## src/pkg/adc_ctrl_consts.svh

```systemverilog
// register offsets, field positions, reset values and timing counts of the converter control block
`ifndef ADC_CTRL_CONSTS_SVH
`define ADC_CTRL_CONSTS_SVH

// register indices; byte address is four times the index
`define IDX_CONTROL        8'h00
`define IDX_WINDOW_CTRL    8'h08
`define IDX_SW_TRIGGER     8'h0C
`define IDX_INPUT_SEL      8'h10
`define IDX_EVENT_ROUTING  8'h14
`define IDX_IRQ_EN_CLR     8'h16
`define IDX_IRQ_EN_SET     8'h17
`define IDX_IRQ_FLAG       8'h18
`define IDX_STATUS         8'h19

// input selection fields
`define GAIN_MSB           27
`define GAIN_LSB           24
`define OFFSET_MSB         23
`define OFFSET_LSB         20
`define SCAN_MSB           19
`define SCAN_LSB           16
`define NEG_MSB            12
`define NEG_LSB            8
`define POS_MSB            4
`define POS_LSB            0
`define INPUT_SEL_RESET    32'h0000_0000
`define INPUT_SEL_MASK     32'h0FFF_1F1F

// event routing bits
`define EV_WIN_OUT_BIT     5
`define EV_RES_OUT_BIT     4
`define EV_FLUSH_IN_BIT    1
`define EV_CONV_IN_BIT     0
`define EVENT_ROUTING_MASK 8'h33
`define EVENT_ROUTING_RST  8'h00

// interrupt bits
`define IRQ_RES_BIT        0
`define IRQ_OVR_BIT        1
`define IRQ_WIN_BIT        2
`define IRQ_SYNC_BIT       3
`define IRQ_EN_RESET       4'h0

// control and trigger bits
`define CTRL_SWRST_BIT     0
`define CTRL_ENABLE_BIT    1
`define TRIG_FLUSH_BIT     0
`define TRIG_START_BIT     1
`define STATUS_BUSY_BIT    7

// gain codes
`define GAIN_MAX_MULT      4'h4
`define GAIN_HALF          4'hF

// input selection codes
`define NEG_PIN_MAX        5'h07
`define NEG_INT_GND        5'h18
`define NEG_IO_GND         5'h19
`define POS_PIN_MAX        5'h13
`define POS_TEMP           5'h18
`define POS_BANDGAP        5'h19
`define POS_DAC            5'h1C

// window compare modes
`define WIN_OFF            3'h0
`define WIN_ABOVE          3'h1
`define WIN_BELOW          3'h2
`define WIN_INSIDE         3'h3
`define WIN_OUTSIDE        3'h4

// register synchronization time
`define SYNC_TIME_NS       75
`define CLK_PERIOD_NS      25
`define SYNC_CYCLES        ((`SYNC_TIME_NS + `CLK_PERIOD_NS - 1) / `CLK_PERIOD_NS)

`endif

```

## src/pkg/adc_ctrl_pkg.sv

```systemverilog
// types shared by the converter control block
`default_nettype none
package adc_ctrl_pkg;
   typedef enum logic [1:0] {
      TRIG_IDLE  = 2'b00,
      TRIG_FLUSH = 2'b01,
      TRIG_START = 2'b10
   } trig_state_e;
   typedef logic [7:0]  apb_addr_t;
   typedef logic [31:0] apb_data_t;
endpackage
`default_nettype wire
```

## src/logic/adc_input_scan_event_ctrl.sv

```systemverilog
// converter input selection, pin scan, event routing and interrupt enable control with APB slave
//
// Summary of operation
// - gain code 0..4 gives 1x to 16x, 0xF half, 5..E reserved.
// - first conversion uses positive select plus start offset, or select alone if zero.
// - while scanning, each completed conversion bumps the scan offset by one, back to the start offset after the last.
// - scanning is on whenever the channel count field is nonzero.
// - a scan covers channel count plus one consecutive positive inputs.
// - negative codes 0..7 pins, 0x18 internal ground, 0x19 I/O ground.
// - positive codes 0x00..0x13 pins, 0x14..0x17 reserved.
// - positive codes 0x18..0x1C internal sources, 0x1D..0x1F reserved.
// - window match raises an output event while bit 5 is set.
// - result ready raises an output event while bit 4 is set.
// - with bit 1 set an incoming event flushes then starts a conversion.
// - with bit 0 set an incoming event starts a conversion.
// - ones written to the clear register drop enables and pending requests.
// - a set flag with its enable set raises the interrupt request.
// - ones written to the set register raise interrupt enables.
// - sync done sets when sync busy falls, unless caused by enable or reset.
// - window modes above, below, inside, outside, or off.
`include "adc_ctrl_consts.svh"
`default_nettype none
module adc_input_scan_event_ctrl (
   input  wire logic                     clk,
   input  wire logic                     nrst,
   input  wire logic                     psel,
   input  wire logic                     penable,
   input  wire logic                     pwrite,
   input  wire adc_ctrl_pkg::apb_addr_t  paddr,
   input  wire adc_ctrl_pkg::apb_data_t  pwdata,
   output adc_ctrl_pkg::apb_data_t       prdata,
   output logic                          pready,
   output logic                          pslverr,
   input  wire logic                     ev_convert_in,
   input  wire logic                     ev_flush_in,
   input  wire logic                     conv_done,
   input  wire logic                     overrun_in,
   input  wire logic [15:0]              result_data,
   input  wire logic [15:0]              win_lower,
   input  wire logic [15:0]              win_upper,
   output logic                          start_conv,
   output logic                          flush_conv,
   output logic                          ev_result_done_out,
   output logic                          ev_window_match_out,
   output logic                          irq,
   output logic [4:0]                    pos_input,
   output logic                          pos_input_reserved,
   output logic                          sampling_time_needed,
   output logic [4:0]                    neg_input,
   output logic                          neg_input_reserved,
   output logic [2:0]                    gain_shift,
   output logic                          gain_half,
   output logic                          gain_reserved,
   output logic                          converter_enable
);
   import adc_ctrl_pkg::*;

   // ----------------------------------------
   // state
   // ----------------------------------------
   logic [31:0]     input_selection_reg;
   logic [3:0]      scan_origin_reg;
   logic [3:0]      scan_step_reg;
   logic [7:0]      event_routing_reg;
   logic [3:0]      irq_enable_reg;
   logic [3:0]      irq_flag_reg;
   logic [2:0]      win_mode_reg;
   logic            enable_reg;
   logic [2:0]      sync_cnt_reg;
   logic            sync_by_reset_reg;
   logic            sync_busy_d_reg;
   trig_state_e     trig_state_reg;
   trig_state_e     trig_state_next;
   logic            win_match;
   logic [4:0]      neg_input_sel_reg;
   apb_data_t       prdata_reg;
   logic            pready_reg;
   logic            pslverr_reg;
   logic            start_reg;
   logic            flush_reg;
   logic            ev_res_reg;
   logic            ev_win_reg;
   logic            irq_reg;

   // ----------------------------------------
   // register decode
   // ----------------------------------------
   function automatic logic hit(input apb_addr_t addr, input logic [7:0] idx);
      hit = addr[7:2] == idx[5:0] && addr[1:0] == 2'b00;
   endfunction

   wire logic       acc          = psel && penable && pready_reg;
   wire logic       wr           = acc && pwrite;
   wire logic       hit_ctrl     = hit(paddr, `IDX_CONTROL);
   wire logic       hit_win      = hit(paddr, `IDX_WINDOW_CTRL);
   wire logic       hit_trig     = hit(paddr, `IDX_SW_TRIGGER);
   wire logic       hit_input    = hit(paddr, `IDX_INPUT_SEL);
   wire logic       hit_ev       = hit(paddr, `IDX_EVENT_ROUTING);
   wire logic       hit_clr      = hit(paddr, `IDX_IRQ_EN_CLR);
   wire logic       hit_set      = hit(paddr, `IDX_IRQ_EN_SET);
   wire logic       hit_flag     = hit(paddr, `IDX_IRQ_FLAG);
   wire logic       hit_status   = hit(paddr, `IDX_STATUS);
   wire logic       mapped       = hit_ctrl || hit_win || hit_trig || hit_input || hit_ev ||
                                   hit_clr || hit_set || hit_flag || hit_status;
   wire logic       wr_ctrl      = wr && hit_ctrl;
   wire logic       wr_input     = wr && hit_input;
   wire logic       wr_win       = wr && hit_win;
   wire logic       wr_trig      = wr && hit_trig;
   wire logic       swrst        = wr_ctrl && pwdata[`CTRL_SWRST_BIT];
   wire logic       enable_edge  = wr_ctrl && pwdata[`CTRL_ENABLE_BIT] != enable_reg;
   wire logic       sync_start   = wr_ctrl || wr_input || wr_win || wr_trig;

   // ----------------------------------------
   // scan control
   // ----------------------------------------
   wire logic [3:0] pos_offset   = input_selection_reg[`OFFSET_MSB:`OFFSET_LSB];
   wire logic [3:0] scan_count   = input_selection_reg[`SCAN_MSB:`SCAN_LSB];
   wire logic       scan_active  = scan_count != 4'h0;
   wire logic       scan_last    = scan_step_reg == scan_count;
   wire logic [3:0] offset_next  = scan_last ? scan_origin_reg : pos_offset + 4'h1;
   wire logic [3:0] step_next    = scan_last ? 4'h0 : scan_step_reg + 4'h1;

   // ----------------------------------------
   // triggers and events
   // ----------------------------------------
   wire logic       ev_start_ok  = enable_reg && ev_convert_in && event_routing_reg[`EV_CONV_IN_BIT];
   wire logic       ev_flush_ok  = enable_reg && ev_flush_in && event_routing_reg[`EV_FLUSH_IN_BIT];
   wire logic       sw_start     = enable_reg && wr_trig && pwdata[`TRIG_START_BIT];
   wire logic       sw_flush     = enable_reg && wr_trig && pwdata[`TRIG_FLUSH_BIT];
   wire logic       sync_busy    = sync_cnt_reg != 3'h0;
   wire logic       sync_fall    = sync_busy_d_reg && !sync_busy;

   always_comb begin
      case (trig_state_reg)
         TRIG_FLUSH: trig_state_next = TRIG_START;
         TRIG_IDLE,
         TRIG_START: trig_state_next = (ev_flush_ok || sw_flush) ? TRIG_FLUSH :
                                       (ev_start_ok || sw_start) ? TRIG_START : TRIG_IDLE;
         default:    trig_state_next = TRIG_IDLE;
      endcase
   end

   // ----------------------------------------
   // interrupt flags: set wins over clear
   // ----------------------------------------
   wire logic [3:0] flag_set     = {sync_fall && !sync_by_reset_reg, win_match, overrun_in, conv_done};
   wire logic [3:0] flag_clr     = (wr && hit_flag) ? pwdata[3:0] : 4'h0;
   wire logic [3:0] en_clr       = (wr && hit_clr) ? pwdata[3:0] : 4'h0;
   wire logic [3:0] en_set       = (wr && hit_set) ? pwdata[3:0] : 4'h0;
   wire logic [3:0] flag_next    = (irq_flag_reg & ~flag_clr & ~en_clr) | flag_set;
   wire logic [3:0] enable_next  = (irq_enable_reg & ~en_clr) | en_set;

   // ----------------------------------------
   // read mux
   // ----------------------------------------
   wire apb_data_t  rd_data      =
      hit_ctrl   ? {30'h0, enable_reg, 1'b0} :
      hit_win    ? {29'h0, win_mode_reg} :
      hit_input  ? input_selection_reg :
      hit_ev     ? {24'h0, event_routing_reg} :
      (hit_clr || hit_set) ? {28'h0, irq_enable_reg} :
      hit_flag   ? {28'h0, irq_flag_reg} :
      hit_status ? {24'h0, sync_busy, 7'h00} : 32'h0000_0000;

   // ----------------------------------------
   // apb slave, one wait-free access phase
   // ----------------------------------------
   always_ff @(posedge clk or negedge nrst) begin
      if (!nrst) begin
         pready_reg  <= 1'b0;
         pslverr_reg <= 1'b0;
         prdata_reg  <= 32'h0000_0000;
      end else begin
         pready_reg  <= psel && !penable;
         pslverr_reg <= psel && !penable && !mapped;
         prdata_reg  <= (psel && !penable && !pwrite) ? rd_data : 32'h0000_0000;
      end
   end

   // ----------------------------------------
   // configuration registers
   // ----------------------------------------
   always_ff @(posedge clk or negedge nrst) begin
      if (!nrst) begin
         input_selection_reg <= `INPUT_SEL_RESET;
         scan_origin_reg     <= 4'h0;
         scan_step_reg       <= 4'h0;
         event_routing_reg   <= `EVENT_ROUTING_RST;
         win_mode_reg        <= `WIN_OFF;
         enable_reg          <= 1'b0;
      end else if (swrst) begin
         input_selection_reg <= `INPUT_SEL_RESET;
         scan_origin_reg     <= 4'h0;
         scan_step_reg       <= 4'h0;
         event_routing_reg   <= `EVENT_ROUTING_RST;
         win_mode_reg        <= `WIN_OFF;
         enable_reg          <= 1'b0;
      end else begin
         if (wr_input) begin
            input_selection_reg <= pwdata & `INPUT_SEL_MASK;
            scan_origin_reg     <= pwdata[`OFFSET_MSB:`OFFSET_LSB];
            scan_step_reg       <= 4'h0;
         end else if (conv_done && scan_active) begin
            input_selection_reg[`OFFSET_MSB:`OFFSET_LSB] <= offset_next;
            scan_step_reg       <= step_next;
         end
         if (wr && hit_ev) begin
            event_routing_reg <= pwdata[7:0] & `EVENT_ROUTING_MASK;
         end
         if (wr_win) begin
            win_mode_reg <= pwdata[2:0];
         end
         if (wr_ctrl) begin
            enable_reg <= pwdata[`CTRL_ENABLE_BIT];
         end
      end
   end

   // ----------------------------------------
   // synchronization busy and interrupts
   // ----------------------------------------
   always_ff @(posedge clk or negedge nrst) begin
      if (!nrst) begin
         sync_cnt_reg      <= 3'h0;
         sync_by_reset_reg <= 1'b0;
         sync_busy_d_reg   <= 1'b0;
         irq_enable_reg    <= `IRQ_EN_RESET;
         irq_flag_reg      <= 4'h0;
         irq_reg           <= 1'b0;
      end else begin
         if (sync_start) begin
            sync_cnt_reg      <= 3'(`SYNC_CYCLES);
            sync_by_reset_reg <= swrst || enable_edge;
         end else if (sync_busy) begin
            sync_cnt_reg <= sync_cnt_reg - 3'h1;
         end
         sync_busy_d_reg <= sync_busy;
         irq_enable_reg  <= swrst ? `IRQ_EN_RESET : enable_next;
         irq_flag_reg    <= flag_next;
         irq_reg         <= |(flag_next & enable_next);
      end
   end

   // ----------------------------------------
   // trigger sequencer and output events
   // ----------------------------------------
   always_ff @(posedge clk or negedge nrst) begin
      if (!nrst) begin
         trig_state_reg    <= TRIG_IDLE;
         start_reg         <= 1'b0;
         flush_reg         <= 1'b0;
         ev_res_reg        <= 1'b0;
         ev_win_reg        <= 1'b0;
         neg_input_sel_reg <= 5'h00;
      end else begin
         trig_state_reg    <= trig_state_next;
         start_reg         <= trig_state_next == TRIG_START;
         flush_reg         <= trig_state_next == TRIG_FLUSH;
         ev_res_reg        <= conv_done && event_routing_reg[`EV_RES_OUT_BIT];
         ev_win_reg        <= win_match && event_routing_reg[`EV_WIN_OUT_BIT];
         neg_input_sel_reg <= input_selection_reg[`NEG_MSB:`NEG_LSB];
      end
   end

   // ----------------------------------------
   // input and gain decode
   // ----------------------------------------
   input_route_decode u_decode (
      .clk                   (clk),
      .nrst                  (nrst),
      .pos_sel               (input_selection_reg[`POS_MSB:`POS_LSB]),
      .neg_sel               (input_selection_reg[`NEG_MSB:`NEG_LSB]),
      .offset                (pos_offset),
      .gain                  (input_selection_reg[`GAIN_MSB:`GAIN_LSB]),
      .win_mode              (win_mode_reg),
      .result_valid          (conv_done),
      .result_data           (result_data),
      .win_lower             (win_lower),
      .win_upper             (win_upper),
      .eff_pos_reg           (pos_input),
      .pos_reserved_reg      (pos_input_reserved),
      .pos_sampling_hint_reg (sampling_time_needed),
      .neg_reserved_reg      (neg_input_reserved),
      .gain_shift_reg        (gain_shift),
      .gain_half_reg         (gain_half),
      .gain_reserved_reg     (gain_reserved),
      .win_match_reg         (win_match)
   );

   // ----------------------------------------
   // outputs
   // ----------------------------------------
   assign prdata              = prdata_reg;
   assign pready              = pready_reg;
   assign pslverr             = pslverr_reg;
   assign start_conv          = start_reg;
   assign flush_conv          = flush_reg;
   assign ev_result_done_out  = ev_res_reg;
   assign ev_window_match_out = ev_win_reg;
   assign irq                 = irq_reg;
   assign neg_input           = neg_input_sel_reg;
   assign converter_enable    = enable_reg;
endmodule
`default_nettype wire

```

## src/logic/input_route_decode.sv

```systemverilog
// decodes input selection, gain and window compare into registered converter controls
`include "adc_ctrl_consts.svh"
`default_nettype none
module input_route_decode (
   input  wire logic        clk,
   input  wire logic        nrst,
   input  wire logic [4:0]  pos_sel,
   input  wire logic [4:0]  neg_sel,
   input  wire logic [3:0]  offset,
   input  wire logic [3:0]  gain,
   input  wire logic [2:0]  win_mode,
   input  wire logic        result_valid,
   input  wire logic [15:0] result_data,
   input  wire logic [15:0] win_lower,
   input  wire logic [15:0] win_upper,
   output logic      [4:0]  eff_pos_reg,
   output logic             pos_reserved_reg,
   output logic             pos_sampling_hint_reg,
   output logic             neg_reserved_reg,
   output logic      [2:0]  gain_shift_reg,
   output logic             gain_half_reg,
   output logic             gain_reserved_reg,
   output logic             win_match_reg
);
   // ----------------------------------------
   // decode functions
   // ----------------------------------------
   function automatic logic pos_is_reserved(input logic [4:0] code);
      pos_is_reserved = (code > `POS_PIN_MAX && code < `POS_TEMP) || code > `POS_DAC;
   endfunction

   function automatic logic neg_is_reserved(input logic [4:0] code);
      neg_is_reserved = code > `NEG_PIN_MAX && code != `NEG_INT_GND && code != `NEG_IO_GND;
   endfunction

   // ----------------------------------------
   // combinational selection
   // ----------------------------------------
   wire logic [4:0] eff_pos  = pos_sel + {1'b0, offset};
   wire logic       g_half   = gain == `GAIN_HALF;
   wire logic       g_mult   = gain <= `GAIN_MAX_MULT;
   wire logic       above    = result_data > win_lower;
   wire logic       below    = result_data < win_upper;
   wire logic       in_match = (win_mode == `WIN_ABOVE   && above) ||
                               (win_mode == `WIN_BELOW   && below) ||
                               (win_mode == `WIN_INSIDE  && above && below) ||
                               (win_mode == `WIN_OUTSIDE && !(above && below));

   always_ff @(posedge clk or negedge nrst) begin
      if (!nrst) begin
         eff_pos_reg           <= 5'h00;
         pos_reserved_reg      <= 1'b0;
         pos_sampling_hint_reg <= 1'b0;
         neg_reserved_reg      <= 1'b0;
         gain_shift_reg        <= 3'h0;
         gain_half_reg         <= 1'b0;
         gain_reserved_reg     <= 1'b0;
         win_match_reg         <= 1'b0;
      end else begin
         eff_pos_reg           <= eff_pos;
         pos_reserved_reg      <= pos_is_reserved(eff_pos);
         pos_sampling_hint_reg <= eff_pos == `POS_TEMP || eff_pos == `POS_BANDGAP;
         neg_reserved_reg      <= neg_is_reserved(neg_sel);
         gain_shift_reg        <= g_mult ? gain[2:0] : 3'h0;
         gain_half_reg         <= g_half;
         gain_reserved_reg     <= !g_mult && !g_half;
         win_match_reg         <= result_valid && in_match;
      end
   end
endmodule
`default_nettype wire

```

## config.mk

```make
export PLATFORM = sky130hd
export DESIGN_NAME = adc_input_scan_event_ctrl
export DESIGN_NICKNAME = d
export VERILOG_FILES = /design/src/pkg/adc_ctrl_pkg.sv /design/src/logic/adc_input_scan_event_ctrl.sv /design/src/logic/input_route_decode.sv
export VERILOG_INCLUDE_DIRS = /design/src /design/src/pkg
export SDC_FILE = /design/constraint.sdc
export NUM_CORES = 1
export LEC_CHECK = 0
export BUFFER_PORTS_ARGS = -buffer_cell sky130_fd_sc_hd__clkbuf_2
export CORE_MARGIN = 4
export CORE_UTILIZATION = 35
export CTS_CLUSTER_SIZE = 20
export DETAILED_ROUTE_END_ITERATION = 10
export GPL_TIMING_DRIVEN = 0
export PLACE_DENSITY = 0.58
export SLEW_MARGIN = 20
export SYNTH_ARGS = -nofsm -noshare
export SYNTH_HDL_FRONTEND = slang
export SYNTH_HIERARCHICAL = 1
export SYNTH_SLANG_ARGS = --single-unit
```

## constraint.sdc

```tcl
create_clock -name clk -period 2.53 [get_ports clk]
set_input_delay 0.506 -clock clk [delete_from_list [all_inputs] [get_ports clk]]
set_output_delay 0.506 -clock clk [all_outputs]
set_load 0.02 [all_outputs]
```

==> impl_metrics.yaml <==
run_status:
  status: "finished clean"
finish:
  syn2layout_area_growth_pct: 24.7
  multi_input_area_um2: 2560
  fin_util: 0.444
  seq_area_um2: 2580
  fin_area_um2: 6750
  antenna_cells: 0
  final_nets: 848
  drive_above_1_share: 0.258
  fin_cells: 904
  fill_cells: 1521
  largest_reg_flops: 24
min_path:
  hold_path_end: "irq_flag_reg[1]$_DFF_PN0_"
  hp-class: "in -> reg"
  holdPathStages: 3
  min_from: "overrun_in"
clock_tree:
  cts_made_buffers: 9
  clockRootBuffer: "clkbuf_16"
  h-tree-depth: 3
  cts_sinks: 103
  clk_pin_slew_worst_paths_ps: 70
  cts_buffer_depth: 2
  cts_tree: "built"
  clock_latency_ps: 350
  post_cts_buffers: 0
synthesis:
  yosysWarnings: 6
  ys_ff_latch: 103
  synth_async_sr_flop_share: 1.00
  ys.flop_type: "dfrtp_1"
  seq_area_frac_synth: 0.476
  synthesis.instances: 555
  yosysUniqueCellTypes: 63
  post_synth_instance_area_um2: 5410
  synth_edf_count: 0
  avgSynthCellArea_um2: 9.75
route:
  vias: 4486
  drtIter0Drc: 222
  drt-wirelength-per-cell_um: 15.8
  ant_nets: 0
  routed_wl_mm: 14.3
  routed_via_density: 4.96
  drc: 0
  firstDrtPassIters: 5
placed_design:
  port_buffers: 136
  dp_hpwl_mm: 11.2
  place_congestion: 0.877
  post-place-cells: 887
  dpl-instance-area_um2: 6400
global_route:
  antenna_found_initial: 0
  overflow: 0
  grt_max_degree: 87
  grtUsageTotal: 0.166
  grt_pass1_vias: 4694
  grt_pass1_wl_mm: 23.9
die:
  row_count: 45
  die_h_um: 132
  dieArea_um2: 17500
  core-area_um2: 15200
  io_pins: 155
  die_w_um: 132
  initial_core_util: 0.356
setup_path:
  path_max_fanout: 10
  cp.required_ps: 2750
  worstPathCellList: "xor2_1 > nor4_1 > clkbuf_1 > mux2_2 > o211ai_1 > a21oi_1"
  regToRegEndpoint: "input_selection_reg[21]$_DFFE_PN0P_"
  crit_path_end_kind: "flop"
  crit_start: "input_selection_reg[17]$_DFFE_PN0P_"
  reg2regPathDepth: 6
  arrival_ps: 2480
  worstSetupStartpointType: "flop"
  worst-setup-path-type: "reg -> reg"
  r2r-start: "input_selection_reg[17]$_DFFE_PN0P_"
  r2r_setup_slack_ps: 270
  crit_path_max_incr_delay_ps: 450
  critPathSlowestCell: "nor4_1"
sta:
  slew_headroom: 0.512
  timing.final.crit_share: 0.893
  setup_viol: 0
  post-route-min-period_ps: 2260
  rsz0062_at_grt: "false"
  fin_skew_ps: 8.95
  fmax_mhz: 443
  hold_viol: 0
  worstMarginPinSlew_ps: 730
  final_max_slew_viol_count: 0
power_and_ir_drop:
  powerDensity_nw_per_um2: 556
  peakVddDrop_mv: 0.329
  p_total_w: 0.00376
  p_leak_nw: 3.58
flow_run:
  maxCapViolCount: 0
how the worst max path moves through the flow:
| stage | slack [ps] | to | cells after the start |
|---|---|---|---|
| after global placement | -520 | irq$_DFF_PN0_ | 6 |
| final | 270 | input_selection_reg[21]$_DFFE_PN0P_ | 6 |
| after global routing | 70 | scan_origin_reg[2]$_DFFE_PN0P_ | 9 |
| after detailed placement | -210 | scan_origin_reg[2]$_DFFE_PN0P_ | 8 |
| after floorplan | 350 | u_decode/win_match_reg$_DFF_PN0_ | 8 |
| after CTS | 140 | scan_origin_reg[2]$_DFFE_PN0P_ | 8 |
power by group:
group	switching [W]	total [W]	internal, W	leakage, nW
Combinational	0.000272	0.000491	0.000219	2.01
Sequential	0.0000342	0.00173	0.00170	1.41
Clock	0.000627	0.00153	0.000905	0.158
Total	0.000933	0.00376	0.00282	3.58
per-stage QoR:
stage	TNS [ps]	setup WS, ps	hold WS (ps)
2_1_floorplan	0	352	210
3_3_place_gp	-42530	-516	388
3_5_place_dp	-3650	-212	375
4_1_cts	0	141	347
5_1_grt	0	69.6	363
6_report	0	270	360
cell usage after synthesis, types with 2 or more instances:
cell,instances,share of area
a211oi_1,3,0.0042
or4_1,2,0.0028
nand2b_1,4,0.0046
ha_1,39,0.090
nand3b_1,3,0.0042
mux2i_1,12,0.022
nor3_1,11,0.010
nand3_1,12,0.011
buf_2,5,0.0046
o21ai_0,15,0.014
o22ai_1,2,0.0023
inv_1,45,0.031
o211ai_1,2,0.0028
nor2_1,30,0.021
a22oi_1,4,0.0055
nor2b_1,6,0.0069
clkbuf_1,12,0.0083
a21oi_1,51,0.047
a21o_1,5,0.0069
dfrtp_1,103,0.48
nor4bb_1,2,0.0037
and4_1,3,0.0049
nor4_1,5,0.0058
nor3b_1,5,0.0069
xnor2_1,3,0.0049
xor2_1,7,0.011
buf_4,10,0.014
a32o_1,4,0.0074
or3_1,2,0.0023
nand2_1,74,0.051
nand4_1,12,0.014
o21ba_2,2,0.0037
nor4b_1,4,0.0065
a221oi_1,2,0.0032
o221ai_1,2,0.0032
and2_1,22,0.025
mux2_2,4,0.0083
cells by family (layout without fill, tap and decap cells):
group | Yosys count | in the layout | synth area share
XOR/XNOR | 10 | 10 | 0.0162
AO/OA/AOI/OAI | 105 | 105 | 0.122
flip-flops | 103 | 103 | 0.476
other | 1 | 8 | 0.000693
multiplexers | 16 | 16 | 0.0305
adder cells (fa/ha/maj) | 40 | 40 | 0.0938
buffers and inverters | 73 | 227 | 0.0601
AND/OR/NAND/NOR | 207 | 207 | 0.201
layout by cell type, fill, tap and decap left out, drive strengths merged, types with 5 or more instances in the layout:
| cell type | n |
|---|---|
| nand2 | 74 |
| nor2 | 32 |
| nor3 | 12 |
| nor3b | 5 |
| conb | 8 |
| ha | 39 |
| a21oi | 51 |
| nor2b | 6 |
| o21ai | 15 |
| and2 | 22 |
| mux2i | 12 |
| a21o | 5 |
| nand4 | 12 |
| nor4 | 5 |
| nand3 | 12 |
| inv | 47 |
| xor2 | 7 |
| dfrtp | 103 |
| buf | 17 |
| clkbuf | 159 |
routing by layer:
metal / GRT usage / vias to the layer above / part of all wire
li1: - / 2228 / -
met1: 0.222 / 2154 / 0.46
met2: 0.279 / 95 / 0.49
met3: 0.0336 / 9 / 0.048
met4: 0.0398 / 0 / 0.010
met5: 0 / - / 0
timing repair:
| action | 4_1_cts | 5_1_grt |
|---|---|---|
| setup endpoints to repair | 0 | 10 |
| endpoints found under the hold margin | 16 | 0 |
| hold buffers | 1 | 0 |
| gates resized for setup | 0 | 1 |
worst max-delay path: cells and delay by family (launching register included):
kind / cells / cell delay (ps)
DFF: 1 / 430
buffers and inverters: 1 / 450
AOI/OAI and AO/OA: 2 / 240
and+or+nand+nor: 1 / 450
xor gates and xnor gates: 1 / 180
muxes: 1 / 390
area by class of cell:
class / instances / area share
Clock inverter: 5 / 0.0130
Inverter: 45 / 0.0250
Clock buffer: 11 / 0.0359
Tap cell: 188 / 0.0348
Multi-Input combinational cell: 386 / 0.379
Timing Repair Buffer: 138 / 0.108
Buffer: 28 / 0.0232
Sequential cell: 103 / 0.382
No activity file was read; power rests on OpenSTA's default activity.
